$ cat config.mk
export PLATFORM = sky130hd
export DESIGN_NAME = uart_rx_errors_parity_break
export DESIGN_NICKNAME = d
export VERILOG_FILES = /design/src/uart_pkg.sv /design/src/parity_calc.sv /design/src/pin_sync.sv /design/src/uart_rx_errors_parity_break.sv
export VERILOG_INCLUDE_DIRS = /design/src
export SDC_FILE = /design/constraint.sdc
export NUM_CORES = 1
export LEC_CHECK = 0
export BUFFER_PORTS_ARGS = -buffer_cell sky130_fd_sc_hd__buf_2
export CORE_AREA = 5 5 107 109
export DETAILED_ROUTE_END_ITERATION = 12
export DIE_AREA = 0 0 112 114
export GPL_ROUTABILITY_DRIVEN = 0
export PLACE_DENSITY = 0.84
export SLEW_MARGIN = 20
export SYNTH_ARGS = -nofsm -noshare
export SYNTH_HDL_FRONTEND = slang
export SYNTH_SLANG_ARGS = --single-unit
export TNS_END_PERCENT = 50
$ cat constraint.sdc
create_clock -name clk_i -period 3.7 [get_ports clk_i]
set_input_delay 0.555 -clock clk_i [delete_from_list [all_inputs] [get_ports clk_i]]
set_output_delay 0.555 -clock clk_i [all_outputs]
set_load 0.02 [all_outputs]
$ cat src/uart_params.svh
/*
  Register offsets, field positions, reset values and counts of the
  receive-error, parity and break block.
  Assumes it is included by bare name wherever a constant is needed.
*/
`ifndef UART_PARAMS_SVH
`define UART_PARAMS_SVH

// Register offsets on the 3-bit address port
`define ADDR_CTL      3'h0
`define ADDR_OPT      3'h1
`define ADDR_BAUD     3'h2
`define ADDR_STS      3'h3
`define ADDR_TXD      3'h4
`define ADDR_RXD      3'h5

// Fields of control_register_main
`define CTL_PWR       7
`define CTL_TXE       6
`define CTL_RXE       5
`define CTL_PS_HI     3
`define CTL_PS_LO     2
`define CTL_CL8       1
`define CTL_SL2       0
`define CTL_RST       8'h00

// Fields of option_register
`define OPT_SRF       7
`define OPT_SRT       6
`define OPT_STT       5
`define OPT_SLS_HI    4
`define OPT_SLS_LO    2
`define OPT_SLS_RST   3'h0

// Baud divisor: one bit lasts twice this many clocks
`define BAUD_RST      8'hff

// Fields of receive_status_register
`define STS_TSF       7
`define STS_PE        2
`define STS_FE        1
`define STS_OVE       0

// Bit counts
`define DATA7_LAST    3'h6
`define DATA8_LAST    3'h7
`define BRK_TX_BASE   5'h0d
`define BRK_RX_MIN    5'h0b
`define BRK_CNT_MAX   5'h1f
`define RX_SHIFT_INIT 8'hff

`endif

$ cat src/uart_pkg.sv
/*
  Types shared by the receive-error, parity and break block.
  Assumes no surroundings beyond the compile order.
*/
package uart_pkg;

  typedef enum logic [1:0] {
    PAR_NONE = 2'h0,
    PAR_ZERO = 2'h1,
    PAR_ODD  = 2'h2,
    PAR_EVEN = 2'h3
  } parity_t;

  typedef enum logic [2:0] {
    TX_IDLE  = 3'h0,
    TX_START = 3'h1,
    TX_DATA  = 3'h2,
    TX_PAR   = 3'h3,
    TX_STOP  = 3'h4,
    TX_BRK   = 3'h5
  } tx_state_t;

  typedef enum logic [2:0] {
    RX_IDLE  = 3'h0,
    RX_START = 3'h1,
    RX_DATA  = 3'h2,
    RX_PAR   = 3'h3,
    RX_STOP  = 3'h4,
    RX_BRK   = 3'h5
  } rx_state_t;

endpackage

$ cat src/parity_calc.sv
/*
  Parity generation and checking for 7- or 8-bit characters.
  Assumes data and mode are stable while the result is used.
*/
`timescale 1ns/1ns
module parity_calc import uart_pkg::*; (
  input  wire logic [7:0] data_i,
  input  wire logic       len8_i,
  input  parity_t         mode_i,
  input  wire logic       rx_bit_i,
  output logic            tx_bit_o,
  output logic            rx_err_o
);

  logic [7:0] used;
  logic       ones_odd;

  // Bit 7 takes no part in a 7-bit character
  genvar i;
  generate
    for (i = 0; i < 8; i++)
    begin : g_mask
      if (i == 7)
        assign used[i] = data_i[i] & len8_i;
      else
        assign used[i] = data_i[i];
    end
  endgenerate

  assign ones_odd = ^used;

  // Zero and no-parity modes never flag an error
  always_comb
  begin
    tx_bit_o = 1'b0;
    rx_err_o = 1'b0;
    case (mode_i)
      PAR_EVEN:
      begin
        tx_bit_o = ones_odd;
        rx_err_o = ones_odd ^ rx_bit_i;
      end
      PAR_ODD:
      begin
        tx_bit_o = ~ones_odd;
        rx_err_o = ~(ones_odd ^ rx_bit_i);
      end
      PAR_ZERO:
      begin
        tx_bit_o = 1'b0;
        rx_err_o = 1'b0;
      end
      default:
      begin
        tx_bit_o = 1'b0;
        rx_err_o = 1'b0;
      end
    endcase
  end

endmodule

$ cat src/pin_sync.sv
/*
  Three-stage synchroniser for the serial input pin.
  Assumes the pin is asynchronous to clk_i; a change counts once the
  second and third stages agree, so one-clock glitches are dropped.
*/
`timescale 1ns/1ns
module pin_sync (
  input  wire logic clk_i,
  input  wire logic rstn_i,
  input  wire logic pin_i,
  output logic      level_o
);

  logic s1_q;
  logic s2_q;
  logic s3_q;

  // The first stage is read only by the second; idle line is high
  always_ff @(posedge clk_i or negedge rstn_i)
  begin
    if (!rstn_i)
    begin
      s1_q    <= 1'b1;
      s2_q    <= 1'b1;
      s3_q    <= 1'b1;
      level_o <= 1'b1;
    end
    else
    begin
      s1_q <= pin_i;
      s2_q <= s1_q;
      s3_q <= s2_q;
      if (s2_q == s3_q)
        level_o <= s2_q;
    end
  end

endmodule

$ cat src/uart_rx_errors_parity_break.sv
/*
  Serial transceiver core: receive error flags, parity, sync break send
  and receive, behind a simple register port.
  Assumes a bus master that issues one-cycle strobes, never both at once,
  and reads data in the cycle after the read strobe.
*/
// Decided for this implementation: the register addresses and the address-and-strobe port.
// Function
// Any receive error sets its status flag and raises the receive-complete interrupt.
// Software reads status, then clears each error flag by writing zero.
// Parity mismatch, missing stop bit, unread previous frame set PE, FE, OVE.
// Even parity transmit: parity bit is one when data ones are odd.
// Even parity receive: odd total of ones including parity is an error.
// Odd parity transmit: parity bit is zero when data ones are odd.
// Odd parity receive: even total of ones including parity is an error.
// Zero parity sends a zero parity bit and never checks on receive.
// No parity adds no bit and never raises a parity error.
// Software keeps the parity select field at zero when using LIN.
// Powered, enabled, break trigger drives the output low for 13 to 20 bits.
// Every break transmission starts with a transmit-enable interrupt.
// The break transmit trigger clears itself when the break ends.
// After a break the transmitter idles until new data or a new trigger.
// Break receive trigger enters break-wait, watching for a start bit.
// After the start bit, a bit counter advances at the baud rate until stop.
// Low width of eleven bits or more is valid: interrupt, flag cleared.
// A valid break sets no error flags and performs no error checking.
// A valid break leaves receive data untouched; the shift register keeps all ones.
// Ten bits or fewer ends silently, back to break-wait, flag still set.
// Software sets no break trigger while the break receive flag is one.
// A break arriving during a data frame reports a framing error.
// Overrun discards the new frame; parity or framing errors still load data.
// The receiver checks one stop bit and ignores any second one.
`timescale 1ns/1ns
`include "uart_params.svh"
module uart_rx_errors_parity_break import uart_pkg::*; (
  input  wire logic       clk_i,
  input  wire logic       rstn_i,
  input  wire logic [2:0] addr_i,
  input  wire logic [7:0] wdata_i,
  input  wire logic       we_i,
  input  wire logic       re_i,
  output logic      [7:0] rdata_o,
  input  wire logic       serial_in_pin_i,
  output logic            serial_out_pin_o,
  output logic            rx_complete_irq_o,
  output logic            tx_enable_irq_o
);

  logic [7:0] ctl_q;
  logic [7:0] baud_q;
  logic [2:0] sls_q;
  logic       stt_q;
  logic       srf_q;
  logic [7:0] txd_q;
  logic       tx_pend_q;
  logic [7:0] rxd_q;
  logic       rx_full_q;
  logic       pe_q;
  logic       fe_q;
  logic       ove_q;
  tx_state_t  tx_st_q;
  logic [8:0] tx_tmr_q;
  logic [4:0] tx_cnt_q;
  logic [7:0] tx_dat_q;
  rx_state_t  rx_st_q;
  logic [8:0] rx_tmr_q;
  logic [2:0] rx_cnt_q;
  logic [4:0] low_cnt_q;
  logic [7:0] rsh_q;
  logic       rpar_q;
  logic       rx_prev_q;
  logic       rx_in;
  logic       tx_par_bit;
  logic       rx_par_err;
  parity_t    par_mode;
  logic       tx_en;
  logic       rx_en;
  logic       len8;
  logic [2:0] data_last;
  logic [8:0] full_end;
  logic [8:0] half_end;
  logic       tx_bit_end;
  logic       rx_samp;
  logic [4:0] brk_len;
  logic [7:0] rx_word;
  logic       rx_done;
  logic       brk_ok;
  logic       brk_bad;
  logic       ove_evt;
  logic       pe_evt;
  logic       fe_evt;

  // Configuration decode
  assign par_mode   = parity_t'(ctl_q[`CTL_PS_HI:`CTL_PS_LO]);
  assign tx_en      = ctl_q[`CTL_PWR] & ctl_q[`CTL_TXE];
  assign rx_en      = ctl_q[`CTL_PWR] & ctl_q[`CTL_RXE];
  assign len8       = ctl_q[`CTL_CL8];
  assign data_last  = len8 ? `DATA8_LAST : `DATA7_LAST;
  assign full_end   = {baud_q, 1'b0} - 9'h001;
  assign half_end   = {1'b0, baud_q} - 9'h001;
  assign brk_len    = `BRK_TX_BASE + {2'h0, sls_q};
  assign tx_bit_end = (tx_tmr_q == full_end);
  assign rx_samp    = (rx_tmr_q == full_end);
  assign rx_word    = len8 ? rsh_q : {1'b0, rsh_q[7:1]};

  pin_sync u_sync (
    .clk_i   (clk_i),
    .rstn_i  (rstn_i),
    .pin_i   (serial_in_pin_i),
    .level_o (rx_in)
  );

  parity_calc u_tx_par (
    .data_i   (tx_dat_q),
    .len8_i   (len8),
    .mode_i   (par_mode),
    .rx_bit_i (1'b0),
    .tx_bit_o (tx_par_bit),
    .rx_err_o ()
  );

  parity_calc u_rx_par (
    .data_i   (rx_word),
    .len8_i   (len8),
    .mode_i   (par_mode),
    .rx_bit_i (rpar_q),
    .tx_bit_o (),
    .rx_err_o (rx_par_err)
  );

  // Receive events; the stop bit is sampled once and a second one ignored
  // Only a data frame reaches the stop state, so a break taken in break-wait never raises an error event
  assign rx_done = (rx_st_q == RX_STOP) && rx_samp;
  assign ove_evt = rx_done && rx_full_q;
  assign pe_evt  = rx_done && rx_par_err && (par_mode != PAR_NONE);
  assign fe_evt  = rx_done && !rx_in;
  assign brk_ok  = (rx_st_q == RX_BRK) && rx_samp && rx_in && (low_cnt_q >= `BRK_RX_MIN);
  assign brk_bad = (rx_st_q == RX_BRK) && rx_samp && rx_in && (low_cnt_q < `BRK_RX_MIN);

  // Control, option and baud registers
  always_ff @(posedge clk_i or negedge rstn_i)
  begin
    if (!rstn_i)
    begin
      ctl_q  <= `CTL_RST;
      baud_q <= `BAUD_RST;
      sls_q  <= `OPT_SLS_RST;
    end
    else if (we_i)
    begin
      if (addr_i == `ADDR_CTL)
        ctl_q <= wdata_i;
      if (addr_i == `ADDR_BAUD)
        baud_q <= wdata_i;
      if (addr_i == `ADDR_OPT)
        sls_q <= wdata_i[`OPT_SLS_HI:`OPT_SLS_LO];
    end
  end

  // Break triggers: set by software, cleared only by the hardware
  always_ff @(posedge clk_i or negedge rstn_i)
  begin
    if (!rstn_i)
    begin
      stt_q <= 1'b0;
      srf_q <= 1'b0;
    end
    else
    begin
      if (we_i && addr_i == `ADDR_OPT && wdata_i[`OPT_STT] && tx_en)
        stt_q <= 1'b1;
      else if (tx_st_q == TX_BRK && tx_bit_end && tx_cnt_q == brk_len - 5'h01)
        stt_q <= 1'b0;
      if (we_i && addr_i == `ADDR_OPT && wdata_i[`OPT_SRT] && rx_en)
        srf_q <= 1'b1;
      else if (brk_ok)
        srf_q <= 1'b0;
    end
  end

  // Transmit holding register; a new write wins over the hand-off
  always_ff @(posedge clk_i or negedge rstn_i)
  begin
    if (!rstn_i)
    begin
      txd_q     <= 8'h00;
      tx_pend_q <= 1'b0;
    end
    else if (we_i && addr_i == `ADDR_TXD)
    begin
      txd_q     <= wdata_i;
      tx_pend_q <= 1'b1;
    end
    else if (tx_st_q == TX_IDLE && tx_en && !stt_q && tx_pend_q)
      tx_pend_q <= 1'b0;
  end

  // Transmit sequencer; a pending break goes before pending data
  always_ff @(posedge clk_i or negedge rstn_i)
  begin
    if (!rstn_i)
    begin
      tx_st_q         <= TX_IDLE;
      tx_tmr_q        <= 9'h000;
      tx_cnt_q        <= 5'h00;
      tx_dat_q        <= 8'h00;
      tx_enable_irq_o <= 1'b0;
    end
    else
    begin
      tx_enable_irq_o <= 1'b0;
      if (!tx_en)
        tx_st_q <= TX_IDLE;
      else
      begin
        case (tx_st_q)
          TX_IDLE:
          begin
            tx_tmr_q <= 9'h000;
            tx_cnt_q <= 5'h00;
            if (stt_q)
            begin
              tx_st_q         <= TX_BRK;
              tx_enable_irq_o <= 1'b1;
            end
            else if (tx_pend_q)
            begin
              tx_st_q         <= TX_START;
              tx_dat_q        <= txd_q;
              tx_enable_irq_o <= 1'b1;
            end
          end
          default:
          begin
            if (!tx_bit_end)
              tx_tmr_q <= tx_tmr_q + 9'h001;
            else
            begin
              tx_tmr_q <= 9'h000;
              tx_cnt_q <= tx_cnt_q + 5'h01;
              case (tx_st_q)
                TX_START:
                begin
                  tx_st_q  <= TX_DATA;
                  tx_cnt_q <= 5'h00;
                end
                TX_DATA:
                  if (tx_cnt_q[2:0] == data_last)
                  begin
                    tx_cnt_q <= 5'h00;
                    tx_st_q  <= (par_mode == PAR_NONE) ? TX_STOP : TX_PAR;
                  end
                TX_PAR:
                begin
                  tx_st_q  <= TX_STOP;
                  tx_cnt_q <= 5'h00;
                end
                TX_STOP:
                  if (!ctl_q[`CTL_SL2] || tx_cnt_q != 5'h00)
                    tx_st_q <= TX_IDLE;
                TX_BRK:
                  if (tx_cnt_q == brk_len - 5'h01)
                    tx_st_q <= TX_IDLE;
                default:
                  tx_st_q <= TX_IDLE;
              endcase
            end
          end
        endcase
      end
    end
  end

  // Line driver, one clock behind the sequencer
  always_ff @(posedge clk_i or negedge rstn_i)
  begin
    if (!rstn_i)
      serial_out_pin_o <= 1'b1;
    else
    begin
      case (tx_st_q)
        TX_START: serial_out_pin_o <= 1'b0;
        TX_DATA:  serial_out_pin_o <= tx_dat_q[tx_cnt_q[2:0]];
        TX_PAR:   serial_out_pin_o <= tx_par_bit;
        TX_BRK:   serial_out_pin_o <= 1'b0;
        default:  serial_out_pin_o <= 1'b1;
      endcase
    end
  end

  // Receive sequencer; mid-bit sampling from a half-bit start check
  always_ff @(posedge clk_i or negedge rstn_i)
  begin
    if (!rstn_i)
    begin
      rx_st_q   <= RX_IDLE;
      rx_tmr_q  <= 9'h000;
      rx_cnt_q  <= 3'h0;
      low_cnt_q <= 5'h00;
      rsh_q     <= `RX_SHIFT_INIT;
      rpar_q    <= 1'b0;
      rx_prev_q <= 1'b1;
    end
    else
    begin
      rx_prev_q <= rx_in;
      if (!rx_en)
        rx_st_q <= RX_IDLE;
      else
      begin
        case (rx_st_q)
          RX_IDLE:
          begin
            rx_tmr_q <= 9'h000;
            if (rx_prev_q && !rx_in)
              rx_st_q <= RX_START;
          end
          RX_START:
            if (rx_tmr_q != half_end)
              rx_tmr_q <= rx_tmr_q + 9'h001;
            else
            begin
              rx_tmr_q  <= 9'h000;
              rx_cnt_q  <= 3'h0;
              low_cnt_q <= 5'h01;
              if (rx_in)
                rx_st_q <= RX_IDLE;
              else if (srf_q)
              begin
                rx_st_q <= RX_BRK;
                rsh_q   <= `RX_SHIFT_INIT;
              end
              else
                rx_st_q <= RX_DATA;
            end
          default:
            if (!rx_samp)
              rx_tmr_q <= rx_tmr_q + 9'h001;
            else
            begin
              rx_tmr_q <= 9'h000;
              case (rx_st_q)
                RX_DATA:
                begin
                  rsh_q    <= {rx_in, rsh_q[7:1]};
                  rx_cnt_q <= rx_cnt_q + 3'h1;
                  if (rx_cnt_q == data_last)
                    rx_st_q <= (par_mode == PAR_NONE) ? RX_STOP : RX_PAR;
                end
                RX_PAR:
                begin
                  rpar_q  <= rx_in;
                  rx_st_q <= RX_STOP;
                end
                RX_BRK:
                  if (!rx_in)
                  begin
                    if (low_cnt_q != `BRK_CNT_MAX)
                      low_cnt_q <= low_cnt_q + 5'h01;
                  end
                  else
                    rx_st_q <= RX_IDLE;
                default:
                  rx_st_q <= RX_IDLE;
              endcase
            end
        endcase
      end
    end
  end

  // Receive data and full flag; a read that meets a new load stays full
  always_ff @(posedge clk_i or negedge rstn_i)
  begin
    if (!rstn_i)
    begin
      rxd_q     <= 8'h00;
      rx_full_q <= 1'b0;
    end
    else if (rx_done && !rx_full_q)
    begin
      rxd_q     <= rx_word;
      rx_full_q <= 1'b1;
    end
    else if (re_i && addr_i == `ADDR_RXD)
      rx_full_q <= 1'b0;
  end

  // Error flags: hardware set wins over a software zero write
  always_ff @(posedge clk_i or negedge rstn_i)
  begin
    if (!rstn_i)
    begin
      pe_q <= 1'b0;
      fe_q <= 1'b0;
      ove_q <= 1'b0;
    end
    else
    begin
      if (pe_evt)
        pe_q <= 1'b1;
      else if (we_i && addr_i == `ADDR_STS && !wdata_i[`STS_PE])
        pe_q <= 1'b0;
      if (fe_evt)
        fe_q <= 1'b1;
      else if (we_i && addr_i == `ADDR_STS && !wdata_i[`STS_FE])
        fe_q <= 1'b0;
      if (ove_evt)
        ove_q <= 1'b1;
      else if (we_i && addr_i == `ADDR_STS && !wdata_i[`STS_OVE])
        ove_q <= 1'b0;
    end
  end

  // Receive-complete pulse; a short break stays silent
  always_ff @(posedge clk_i or negedge rstn_i)
  begin
    if (!rstn_i)
      rx_complete_irq_o <= 1'b0;
    else
      rx_complete_irq_o <= rx_done | brk_ok;
  end

  // Read port: data valid only in the cycle after the strobe
  always_ff @(posedge clk_i or negedge rstn_i)
  begin
    if (!rstn_i)
      rdata_o <= 8'h00;
    else if (!re_i)
      rdata_o <= 8'h00;
    else
    begin
      case (addr_i)
        `ADDR_CTL:  rdata_o <= ctl_q;
        `ADDR_OPT:  rdata_o <= {srf_q, 1'b0, stt_q, sls_q, 2'h0};
        `ADDR_BAUD: rdata_o <= baud_q;
        `ADDR_STS:  rdata_o <= {tx_st_q != TX_IDLE, 4'h0, pe_q, fe_q, ove_q};
        `ADDR_RXD:  rdata_o <= rxd_q;
        default:    rdata_o <= 8'h00;
      endcase
    end
  end

  AST_ERR_IRQ: assert property (@(posedge clk_i) disable iff (!rstn_i)
    (pe_evt || fe_evt || ove_evt) |=> rx_complete_irq_o)
    else $error("error without receive interrupt");

  AST_OVE_DISCARD: assert property (@(posedge clk_i) disable iff (!rstn_i)
    ove_evt |=> ove_q && $stable(rxd_q))
    else $error("overrun frame was loaded");

  AST_PAR_QUIET: assert property (@(posedge clk_i) disable iff (!rstn_i)
    (par_mode == PAR_ZERO || par_mode == PAR_NONE) && rx_done |-> !pe_evt)
    else $error("parity error in unchecked mode");

  AST_BRK_START: assert property (@(posedge clk_i) disable iff (!rstn_i)
    (tx_st_q == TX_IDLE && tx_en && stt_q) |=> tx_enable_irq_o && tx_st_q == TX_BRK ##1 !serial_out_pin_o)
    else $error("break start without interrupt or low line");

  AST_STT_SELF_CLR: assert property (@(posedge clk_i) disable iff (!rstn_i)
    (tx_st_q == TX_BRK && tx_bit_end && tx_cnt_q == brk_len - 5'h01) |=> !stt_q && tx_st_q == TX_IDLE)
    else $error("break trigger not cleared at end");

  AST_BRK_VALID: assert property (@(posedge clk_i) disable iff (!rstn_i)
    brk_ok |=> rx_complete_irq_o && !srf_q && $stable(rxd_q))
    else $error("valid break not completed");

  AST_BRK_SHORT: assert property (@(posedge clk_i) disable iff (!rstn_i)
    brk_bad |=> !rx_complete_irq_o && srf_q && rx_st_q == RX_IDLE)
    else $error("short break mishandled");

  AST_BRK_NOERR: assert property (@(posedge clk_i) disable iff (!rstn_i)
    (rx_st_q == RX_BRK && !(we_i && addr_i == `ADDR_STS)) |=> $stable({pe_q, fe_q, ove_q}))
    else $error("error flag event during break");

  AST_FLAG_CLR: assert property (@(posedge clk_i) disable iff (!rstn_i)
    (we_i && addr_i == `ADDR_STS && !wdata_i[`STS_FE] && !fe_evt) |=> !fe_q)
    else $error("framing flag not cleared by zero write");

  CV_FRAME: cover property (@(posedge clk_i) disable iff (!rstn_i) rx_done && !rx_full_q);
  CV_BRK_OK: cover property (@(posedge clk_i) disable iff (!rstn_i) brk_ok);
  CV_BRK_BAD: cover property (@(posedge clk_i) disable iff (!rstn_i) brk_bad);
  CV_BRK_TX: cover property (@(posedge clk_i) disable iff (!rstn_i) tx_st_q == TX_BRK && tx_bit_end);

endmodule

==> After elaboration in Yosys (flattened, before gate mapping) <==
Index checks and enable logic that the tools add are counted.
{ "word_totals": {"out_inout_bits": 11, "input_bits": 16, "elab_cells": 233, "register_bits": 112} }
{ "op_classes": {"eq_ne": 39, "bitwise_logic": 11, "n_reduce_logical": 69, "n_lt_le_gt_ge": 2, "add_sub_neg": 9, "muxes": 72} }
{ "op_table": {"columns": ["operator", "count"], "rows": [
  ["two-way mux 3 bit", 20],
  ["two-way mux 8 bit", 7],
  ["two-way mux 5 bit", 8],
  ["one-hot mux 8 bit (5 select lines)", 1],
  ["two-way mux 9 bit", 4],
  ["logical AND 1 bit", 26],
  ["nonzero test 2 bit", 13],
  ["two-way mux 1 bit", 20],
  ["one-hot mux 5 bit (2 select lines)", 2],
  ["adder 9 x 1 -> 9 bit (second input constant)", 2],
  ["equality test 3 x 2 -> 1 bit (second input constant)", 6],
  ["equality test 3 bit (second input constant)", 6],
  ["equality test 9 bit", 2],
  ["one-hot mux 9 bit (2 select lines)", 1],
  ["one-hot mux 8 bit (2 select lines)", 1],
  ["parity 8 bit", 2],
  ["one-hot mux 3 bit (5 select lines)", 1],
  ["AND reduction 5 bit", 3],
  ["AND reduction 7 bit", 2],
  ["!= test 4 bit (second input constant)", 3],
  ["one-hot mux 3 bit (2 select lines)", 2],
  ["adder 5 x 1 -> 5 bit (second input constant)", 2],
  ["!= test 5 bit (second input constant)", 2],
  ["equality test 3 x 1 -> 1 bit (second input constant)", 3],
  ["35 further kinds", 63]
]} }

==> Logic depth before layout (Yosys ltp) <==
Gate-level depths: netlist of run 1.
{ "depth": {"ltp_word": 9, "mapped_depth": 13, "mapped_depth_nobuf": 10} }

==> Hierarchy <==
A second synthesis of run 1 with hierarchy kept.
{ "unflattened": {"cells_unflattened": 587, "hier_area_um2": 6311.1} }
{ "by_module_without_submodules": {"columns": ["module", "seq_area_each_um2", "cells_each", "instances", "area_each_um2"], "rows": [
  ["uart_rx_errors_parity_break", 2725.1, 562, 1, 5939.4],
  ["parity_calc", 0.0, 10, 2, 127.6],
  ["pin_sync", 105.1, 5, 1, 116.4]
]} }

==> Worst setup path after synthesis of run 1 <==
No wires, ideal clock.
{ "synth_timing": {"path_type": "register to register", "from": "reg baud_q[0]", "to": "reg rpar_q", "path_buffers": 3, "synth_period_minus_slack_ps": 3235, "setup_ps": 125, "t_arrival_ps": 3110, "path_stages_with_launch": 13, "path_slack_ps": 465, "required_ps": 3575, "path_cell_list": "dfstp_2 buf_2 inv_1 ha_1 clkbuf_1 or3b_2 nor3_1 xnor3_1 o211ai_1 or2_1 buf_6 or4_4 mux2_4"} }
{ "synth_via": {"elab_chain_cells": 3} }
{ "synth_rtl": {"columns": ["item", "line_no", "text"], "rows": [
  ["start: declaration", "uart_rx_errors_parity_break.sv:50", "logic [7:0] baud_q;"],
  ["start signal: assignment", "uart_rx_errors_parity_break.sv:146", "baud_q <= `BAUD_RST;"],
  ["start signal: assignment", "uart_rx_errors_parity_break.sv:154", "baud_q <= wdata_i;"],
  ["subtractor 9 x 1 -> 9 bit", "uart_rx_errors_parity_break.sv:99", "assign full_end = {baud_q, 1'b0} - 9'h001;"],
  ["equality test 9 bit", "uart_rx_errors_parity_break.sv:103", "assign rx_samp = (rx_tmr_q == full_end);"],
  ["AND reduction 4 bit (no source line)", null, null],
  ["end signal: assignment", "uart_rx_errors_parity_break.sv:352", "rpar_q <= rx_in;"],
  ["end: declaration", "uart_rx_errors_parity_break.sv:70", "logic rpar_q;"]
]} }
No other way between the ends.
A chain may end at the register's enable or synchronous reset.

==> Worst setup path after layout of run 1 <==
{ "layout_timing": {"from": "reg baud_q[0]", "to": "reg low_cnt_q[0]"} }
{ "layout_via": {"elab_chain_cells": 4, "word_cells_on_any_way": 7, "cone_classes": "add/sub (2); eq/ne (3); reduce/logical (2)"} }
{ "layout_rtl": {"columns": ["item", "line_no", "text"], "rows": [
  ["subtractor 8 x 1 -> 9 bit or subtractor 9 x 1 -> 9 bit (tied branches)", "uart_rx_errors_parity_break.sv:100, uart_rx_errors_parity_break.sv:99", null],
  ["!= test 9 bit or equality test 9 bit (tied branches)", "uart_rx_errors_parity_break.sv:319, uart_rx_errors_parity_break.sv:103", null],
  ["!= test 2 bit (no source line) or nonzero test 2 bit (tied branches)", null, null],
  ["AND reduction 7 bit (no source line) (*)", null, null],
  ["end signal: assignment", "uart_rx_errors_parity_break.sv:359", "low_cnt_q <= low_cnt_q + 5'h01;"],
  ["end: declaration", "uart_rx_errors_parity_break.sv:68", "logic [4:0] low_cnt_q;"]
]} }
Mark *: on every way between the ends. The rest lies on a longest branch, timed or not.

==> results.md, run 1 <==
* Detailed-placement wirelength estimate at between 9000 and 10000 um
* CTS tree: yes
* Initial DRT Pass Iterations at 6
* Comb pwr share at 23.8%
* Gr usage total at 22.3%
* Most used DFF post-synth: dfrtp_1
* Routed len/inst at 17.8 um
* Setup_tns at 0 ps
* Layout cells sized above 1 at between 20% and 30%
* Critical path class: reg2reg
* Clock skew at 11.6 ps
* Gr ovfl total at 0
* Rows at 38
* Mapped Nets at between 600 and 700
* Initial antenna violation count at 0
* List of most frequent post-synthesis cells: dfrtp_1 (90), nor2_1 (51), mux2_2 (44)
* Yosys warns at 0
* Sw frac at between 30% and 40%
* # clock sinks at roughly 110
* Yosys cell types at 69
* GRT busiest layer: met2
* Final instance area at 6620 sq um
* Vias per cell at 6.22
* Worst setup EP type: flip-flop
* Fin crit share at a little over 90%
* Worst skew pair latency at about 370 ps
* Boundary Pins at 27
* First-pass GRT wire length at roughly 23000 um
* Die width at 112 um
* Hold Vio Cnt, Final at 0
* # hold bufs at CTS at 0
* Die height at 114 um
* Clock share of power at 24.1%
* Max-cap violations at 0
* CP startpoint kind: flip-flop
* Met2 Usage GRT at 36.7%
* Synthesized flop and latch total at about 110
* Worst EP arrival at 3640 ps
* Sequential Power Share at 52.1%
* CTS root buf: clkbuf_8
* Critical path's largest stage delay at a little under 500 ps
* H-tree depth at 3
* GR Util met3 at 4.03%
* Critical Path Fanout Max at 8
* Final setup viols at 0
* Worst rel slew slack at a little over half
* Slew @ Worst Pin at 680 ps
* Non-Filler Instances at between 700 and 800
* Syn avg cell area at between 10 and 15 sq um
* Clock buffer depth at 2
* Internal Pwr Total at 2.04 mW
* Fill count at ~800
* Largest cells by area after synthesis: dfrtp_1 (36%), dfstp_2 (9.3%), mux2_2 (8.0%)
* F_max at around 300 MHz
* Die area at 12800 sq um
* Minimum clock period after layout at 3390 ps
* Slowest-stage cell, CP: or3b_2
* Pre-CTS WS at 352 ps
* Core Area at 10500 sq um
* Post-synth EDFFs at 0
* Crit-path cells: inv_1, ha_1, or3b_2, nor3_1, xnor3_1, o211ai_1, or2_1, o31a_1, nor2_2, mux2_2
* Setup bufs post-CTS at 0
* Cell taking the most area after synthesis: dfrtp_1
* Most frequent cell after synthesis: dfrtp_1
* Peak supply drop at 0.361 mV
* Dpl cells at 741
* CTS resizes at 0
* Initial DRC Count at about 460
* Nets@finish at 636
* Largest net degree at the start of global routing at 54
* Area Overhead vs Synth at 6.24%
* Psw at approximately 0.99 mW
* Post-route DRC at 0
* CTS Buf Count at 9
* Cell Area, Placed at 6420 sq um
* Post-synth top area share at a little over a third
* Number of global-route vias before repair at ~4700
* Setup WS post-layout at 312 ps
* # diodes at 0
* Post-synthesis sequential area ratio at a little under half
* Clock transition at path regs at 100 ps
* IO buf count at 26
* Req. time, crit path at 3960 ps
* Slew Limit Fails at 0
* Initial core utilization at 59.3%
* Post-Syn Area at 6230 sq um
* Status: complete, no violations
* Critical Path Source: baud_q[0]
* Vias post-DR at 4712
* Fraction of registers with async set/reset at 100%
* DRT Wirelength at 13500 um
* Pwr/cell area at 457 nW/um^2
* Leakage at approximately 2.8 nW
* Worst hold path class: in2async
* Post-route ant nets at 0
* RSZ-0062 raised after global routing: no
* Synth Instances at 607
* Worst reg2reg path startpoint: baud_q[0]
* Met1 Track Usage GR at 30.2%
## registers in the layout (all words and copies together), names as in the netlist, 3 cells and up
register,flops
baud_q,8
ctl_q,8
low_cnt_q,5
rdata_o,8
rsh_q,8
rx_cnt_q,3
rx_st_q,3
rx_tmr_q,9
rxd_q,8
sls_q,3
tx_cnt_q,5
tx_dat_q,8
tx_st_q,3
tx_tmr_q,9
txd_q,8
## critical path, delay by kind of cell (launching register included)
family	cells	cell delay [ps]
and+or+nand+nor	4	1380
AOI/OAI and AO/OA	2	530
DFF	1	430
muxes	1	350
adders and majority gates	1	290
xor gates and xnor gates	1	210
buffers and inverters	1	80
## per-stage QoR
| stage | utilization (%) | total power [mW] | hold slack, ps |
|---|---|---|---|
| after floorplan | - | 2.10 | 259 |
| after global placement | 61.1 | 2.26 | 352 |
| after detailed placement | 61.1 | 2.30 | 348 |
| after CTS | 63.0 | 3.03 | 227 |
| after global routing | 63.0 | 3.18 | 262 |
| final | 63.0 | 3.02 | 208 |
## layout by cell type, fill, tap and decap left out, drive strengths merged, types with 6 or more instances in the layout
cell type | Yosys | routed
xnor2 | 34 | 34
nor2b | 13 | 13
a21oi | 22 | 22
a22oi | 6 | 6
dfstp | 22 | 22
ha | 8 | 8
or3 | 6 | 6
xor2 | 19 | 19
inv | 11 | 12
nand3 | 28 | 28
nor3 | 8 | 8
clkbuf | 27 | 11
mux2i | 13 | 13
o22a | 9 | 9
mux2 | 45 | 45
and3 | 7 | 7
o21ai | 41 | 41
nand2b | 9 | 9
nand4 | 9 | 9
buf | 10 | 31
nand2 | 39 | 39
dfrtp | 90 | 90
nor2 | 53 | 53
## area by class of cell
type,instances,area [sq um],share of cell area [%]
Clock buffer,11,141,2.14
Clock inverter,5,56.3,0.851
Inverter,11,41.3,0.624
Multi-Input combinational cell,447,3210,48.4
Sequential cell,112,2830,42.8
Tap cell,140,175,2.65
Timing Repair Buffer,31,170,2.57
## path summary, 6_finish.rpt
| kind | end | slack, ps | cells after the start |
|---|---|---|---|
| setup / recovery | low_cnt_q[0] | 310 | 10 |
| hold / removal | tx_tmr_q[8] | 210 | 1 |
| setup reg to reg | low_cnt_q[0] | 310 | 10 |
| hold reg to reg | u_sync.s2_q | 360 | 0 |
| max in group asynchronous | u_sync.level_o | 2590 | 2 |
| min in group clk_i | u_sync.s1_q | 280 | 1 |
## layer usage
metal	vias up	wire length, um
met5	-	0
li1	2166	-
met1	2328	5640
met2	178	6740
met4	0	372
met3	40	758
## power by group through the flow
| stage | registers (mW) | clock network, mW | logic, mW |
|---|---|---|---|
| 6_report | 1.58 | 0.728 | 0.721 |
| 5_1_grt | 1.60 | 0.796 | 0.791 |
| 4_1_cts | 1.57 | 0.745 | 0.716 |
| 3_5_place_dp | 1.59 | 0 | 0.712 |
| 3_3_place_gp | 1.58 | 0 | 0.682 |
| 2_1_floorplan | 1.47 | 0 | 0.630 |
## logic make-up after synthesis
group,share of synthesized area (%)
and+or+nand+nor,17.2
AOI/OAI and AO/OA,12.5
DFF,45.4
muxes,11.0
xor gates and xnor gates,8.90
buffers and inverters,3.21
adders and majority gates,1.77
Note: power is estimated with default switching activity, not from simulation.
==> run 2, diff against run 1 <==
Settings changed: ABC_AREA from default to 1, CELL_PAD_IN_SITES_DETAIL_PLACEMENT from default to 1, CELL_PAD_IN_SITES_GLOBAL_PLACEMENT from default to 1, CORE_AREA 5 5 107 109 to 2 2 121 123, DIE_AREA 0 0 112 114 to 0 0 123 125, PLACE_DENSITY 0.84 to 0.85.
==> results.md, run 2 <==
* Die height at 125 um
* Synth Instances at 866
* CP startpoint kind: flip-flop
* F_max at 356 MHz
* Yosys cell types at 39
* Routed len/inst at 16.4 um
* Clock skew at between 10 and 15 ps
* R2R setup slack at 890 ps
* Crit-path cells: inv_2, ha_1, inv_1, nand2_1, nand3_1, nand2_1, nor2_1, nand3_1, nor2_1, nand2_2, a21oi_4, nand3_2, nand2_1, nand2_1
* Max-cap violations at 0
* Gr usage total at between 20% and 30%
* Post-synth top area share at 35.3%
* Req. time, crit path at 3980 ps
* # hold bufs at CTS at 0
* Worst skew pair latency at 360 ps
* Hold Path End: u_sync.s1_q
* Detailed-placement wirelength estimate at roughly 13000 um
* Hold Startpoint: serial_in_pin_i
* Yosys warns at 0
* Mapped Nets at 890
* CTS Buf Count at 9
* Worst rel slew slack at 42.1%
* Critical path's largest stage delay at about 600 ps
* Worst reg2reg path startpoint: baud_q[0]
* Rows at 44
* Commonest non-fill, non-tap cell in the layout: nand2_1
* Clock transition at path regs at 70 ps
* Nets@finish at 916
* Vias per cell at 5.33
* Post-route DRC at 0
* Layout cells sized above 1 at roughly a tenth
* Post-route ant nets at 0
* First-pass GRT wire length at 29800 um
* Die width at between 100 and 150 um
* Area Overhead vs Synth at 9.62%
* Setup bufs post-CTS at 0
* Cells on Worst Hold Path at 1
* Initial core utilization at between 40% and 50%
* RSZ-0062 raised after global routing: no
* Status: complete, no violations
* Most frequent cell after synthesis: nand2_1
* Leakage at 3.56 nW
* Slew @ Worst Pin at just under 900 ps
* Worst setup EP type: flip-flop
* Critical Path Fanout Max at 17
* Critical path's most frequent cell: nand2_1
* Largest net degree at the start of global routing at 69
* Initial antenna violation count at 0
* Worst reg2reg path depth at 14
* Dpl cells at between 1000 and 1500
* CTS tree: yes
* Final setup viols at 0
* Non-Filler Instances at 1081
* # clock sinks at roughly 110
* Hold Vio Cnt, Final at 0
* Most used DFF post-synth: dfrtp_1
* DRT Wirelength at 17800 um
* CTS resizes at 0
* Number of global-route vias before repair at 5947
* Largest cells by area after synthesis: dfrtp_1 (35%), nand2_1 (16%), dfstp_2 (9.1%)
* Syn avg cell area at 7.37 sq um
* Worst hold path class: in2reg
* Slew Limit Fails at 0
* IO buf count at 26
* Biggest regs: rx_tmr_q: 9 flops, tx_tmr_q: 9 flops
* Reg-to-reg endpoint: rsh_q[7]
* Core Area at 14200 sq um
* List of most frequent post-synthesis cells: nand2_1 (264), inv_1 (108), dfrtp_1 (90)
* Post-Syn Area at 6380 sq um
* Critical path class: reg2reg
* Slowest-stage cell, CP: dfstp_2
* Clock buffer depth at 2
* CTS root buf: clkbuf_16
* Post-synthesis sequential area ratio at about 44%
* Die area at 15400 sq um
* Post-synth EDFFs at 0
* Minimum clock period after layout at 2810 ps
* Initial DRC Count at 267
* Pwr/cell area at about 450 nW/um^2
* Most frequent cells in the layout: nand2_1 (264), inv_1 (108), dfrtp_1 (90)
* Setup_tns at 0 ps
* Initial DRT Pass Iterations at 5
* Vias post-DR at 5760
* Gr ovfl total at 0
* Cell taking the most area after synthesis: dfrtp_1
* Boundary Pins at 27
* Fraction of registers with async set/reset at 100%
* Peak supply drop at approximately 0.32 mV
* H-tree depth at 3
* Fin crit share at 75.9%
* Synthesized flop and latch total at between 100 and 150
* Worst EP arrival at roughly 3100 ps
* # diodes at 0
run 2: cell count changes after synthesis, sizes merged, moves of 15 or more:
cell / previous run / this run
nand2: 39 / 272
inv: 11 / 113
nand3: 28 / 79
mux2: 45 / 0
o21ai: 41 / 68
nor2: 53 / 77
xnor2: 34 / 10
clkbuf: 27 / 11
nand4: 9 / 24
run 2: cell families after synthesis:
logic type | count (synthesis) | share of synthesized area (%)
AND/OR/NAND/NOR | 474 | 31.9
adder cells (fa/ha/maj) | 9 | 1.72
flip-flops | 112 | 44.3
AO/OA/AOI/OAI | 112 | 10.1
buffers and inverters | 130 | 7.98
XOR/XNOR | 29 | 3.98
run 2: worst max-delay path by stage:
stage | from | endpoint | slack, ps
2_1_floorplan | baud_q[0] | rxd_q[7] | 1490
3_3_place_gp | baud_q[0] | rsh_q[3] | 1080
3_5_place_dp | baud_q[0] | rx_st_q[0] | 940
4_1_cts | baud_q[0] | rsh_q[7] | 900
5_1_grt | baud_q[0] | rsh_q[7] | 570
6_report | baud_q[0] | rsh_q[7] | 890
run 2: final cells by class:
class	count	area, sq um
inverters	114	428
clock inverters	3	23.8
fillers	1842	7200
flip-flops and latches	112	2830
repair buffers	31	170
clock buffers	13	272
well taps	184	230
multi-input cells	624	3050
run 2: power by group:
part / total, mW / internal (mW) / leakage, nW / switching, mW
clock network: 0.973 / 0.521 / 0.145 / 0.453
logic: 0.695 / 0.210 / 1.98 / 0.485
registers: 1.48 / 1.34 / 1.43 / 0.132
run 2: worst max-delay path: cells and delay by family, from the launching register on:
family / cells / cell delay [ps]
and+or+nand+nor: 10 / 1160
DFF: 1 / 600
AOI/OAI and AO/OA: 1 / 420
adders and majority gates: 1 / 330
buffers and inverters: 2 / 200
run 2: stage by stage:
stage	util [%]	instance area [sq um]	worst slack [ps]	hold slack, ps	power, mW
6_report	49.3	7000	890	294	3.14
5_1_grt	49.3	7000	571	280	3.32
4_1_cts	49.3	7000	900	282	3.16
3_5_place_dp	47.2	6700	941	350	2.18
3_3_place_gp	47.2	6700	1080	349	2.15
2_1_floorplan	-	6380	1490	259	1.94
run 2: per-layer routing:
layer | wire length [um] | global-route usage, %
met4 | 338 | 7.95
met1 | 8020 | 32.0
met5 | 0 | 0
met3 | 519 | 3.97
met2 | 8890 | 41.5
==> run 3, diff against run 2 <==
Settings changed: CORE_AREA 2 2 121 123 to 2 2 128 130, DIE_AREA 0 0 123 125 to 0 0 130 132, PLACE_DENSITY 0.85 to 0.81.
Clock period 3.7 ns to 2.4 ns, I/O delays scaled along.
==> results.md, run 3 (synthesis results as in run 2) <==
* Layout cells sized above 1 at 13.7%
* Leakage at roughly 3.7 nW
* Crit-path cells: inv_2, buf_4, nand3_1, nand2_1, nand2_1, nand3_1, nor2_1, nand2_2, a21oi_4, buf_4, buf_4, nand4_1, nand2_1
* Comb pwr share at 24.0%
* Core Area at 15700 sq um
* Worst hold path class: in2reg
* Nets@finish at between 900 and 1000
* Clock transition at path regs at 80 ps
* Minimum clock period after layout at around 2200 ps
* Cells on Worst Hold Path at 1
* Slew Limit Fails at 0
* Vias per cell at 5.19
* Initial DRC Count at 288
* Number of global-route vias before repair at between 6000 and 7000
* # diodes at 0
* Final Hold Slack at 85.1 ps
* Commonest non-fill, non-tap cell in the layout: nand2_1
* Initial antenna violation count at 0
* Die height at about 130 um
* Final instance area at 7330 sq um
* CTS root buf: clkbuf_16
* Status: complete, no violations
* Req. time, crit path at 2700 ps
* Rows at 46
* Vias post-DR at 5906
* Clock skew at 14.0 ps
* Internal Pwr Total at 3.31 mW
* DRT Wirelength at 18600 um
* Initial DRT Pass Iterations at 5
* Critical Path Source: baud_q[0]
* Initial core utilization at between 40% and 50%
* Critical Path Fanout Max at 6
* Fill count at 2015
* Post-route DRC at 0
* CTS tree: yes
* Area Overhead vs Synth at 14.7%
* Met1 Track Usage GR at 30.3%
* Most frequent cells in the layout: nand2_1 (260), inv_1 (107), dfrtp_1 (90)
* Biggest regs: rx_tmr_q: 9 flops, tx_tmr_q: 9 flops
* Worst Setup EP: low_cnt_q[1]
* Max-cap violations at 0
* Gr ovfl total at 0
* Post-route ant nets at 0
* Worst reg2reg path startpoint: baud_q[0]
* GRT busiest layer: met2
* Final total power at 5.10 mW
* Peak supply drop at 0.481 mV
* Pwr/cell area at just under 700 nW/um^2
* CTS Buf Count at 9
* Met2 Usage GRT at 38.1%
* Setup_tns at 0 ps
* Worst rel slew slack at 41.5%
* Die width at 130 um
* # clock sinks at 112
* Slew @ Worst Pin at 870 ps
* Boundary Pins at 27
* Worst reg2reg path depth at 13
* Clock share of power at 31.5%
* Cell Area, Placed at roughly 6900 sq um
* Worst EP arrival at 2540 ps
* Worst setup EP type: flip-flop
* Gr usage total at 22.9%
* Sequential Power Share at 44.5%
* Slowest-stage cell, CP: dfstp_2
* RSZ-0062 raised after global routing: no
* Footprint of the multi-input gates at 3110 sq um
* First-pass GRT wire length at 31100 um
* Storage cell area at 2830 sq um
* IO buf count at 26
* CP startpoint kind: flip-flop
* R2R setup slack at 160 ps
* H-tree depth at 3
* Clock buffer depth at 2
* Worst skew pair latency at ~370 ps
* Die area at between 15000 and 20000 sq um
* Sw frac at 35.1%
* Final setup viols at 0
* F_max at 447 MHz
* Detailed-placement wirelength estimate at around 14000 um
* GR Util met3 at under 10%
* Largest net degree at the start of global routing at 51
* Hold Vio Cnt, Final at 0
* Routed len/inst at about 16 um
* Final core occ at 46.6%
* Psw at 1.79 mW
* Critical path's largest stage delay at around 540 ps
* Critical path class: reg2reg
* Fin crit share at 93.1%
* Reg-to-reg endpoint: low_cnt_q[1]
-- run 3: cell types whose count changed in the layout (fill, tap and decap cells not counted), moves of 3 or more --
cell / change
inv_6: +3
nand2_2: +3
buf_4: +19
nand2_1: -4
-- run 3: what timing repair did --
action / 4_1_cts / 5_1_grt
endpoints found under the hold margin: 28 / 0
endpoints found under the setup margin: 15 / 43
gates cloned: 1 / 0
buffers inserted: 0 / 3
hold buffers: 1 / 0
pin swaps: 2 / 5
resized for setup: 1 / 17
-- run 3: power by group through the flow --
stage                     registers (mW)  clock network [mW]  logic [mW]
after floorplan                     2.23                   0       0.759
after global placement              2.29                   0        1.12
after detailed placement            2.29                   0        1.16
after CTS                           2.26                1.66        1.19
after global routing                2.29                1.72        1.37
final                               2.27                1.61        1.22
-- run 3: final cells by class --
cell class	instances	share of cell area (%)
Tap cell	216	3.69
Timing Repair Buffer	54	4.99
Inverter	114	5.88
Clock inverter	7	1.23
Clock buffer	9	3.07
Sequential cell	112	38.6
Multi-Input combinational cell	625	42.5
-- run 3: worst min path at each step --
| stage | from | end | slack [ps] |
|---|---|---|---|
| CTS | serial_in_pin_i | u_sync.s1_q | 70 |
| global placement | u_sync.s1_q | u_sync.s2_q | 350 |
| global route | serial_in_pin_i | u_sync.s1_q | 80 |
| detailed placement | u_sync.s1_q | u_sync.s2_q | 350 |
| floorplan | rstn_i | ctl_q[0] | 60 |
| finish | serial_in_pin_i | u_sync.s1_q | 90 |
-- run 3: through the flow --
stage,worst slack [ps],instances
5_1_grt,0.732,1137
3_3_place_gp,89.5,1116
4_1_cts,37.8,1134
3_5_place_dp,2.23,1116
2_1_floorplan,188,866
6_report,165,1137
-- run 3: per-layer routing --
| layer | up-vias | share of wire (%) |
|---|---|---|
| met5 | - | 0 |
| met4 | 0 | 1.8 |
| met3 | 28 | 3.3 |
| met2 | 81 | 50 |
| met1 | 2902 | 45 |
| li1 | 2895 | - |
-- run 3: worst max-delay path, delay by kind of cell, from the launching register on --
| family | cells | cell delay, ps |
|---|---|---|
| AOI/OAI and AO/OA | 1 | 150 |
| buffers and inverters | 4 | 480 |
| and+or+nand+nor | 8 | 1000 |
| DFF | 1 | 540 |
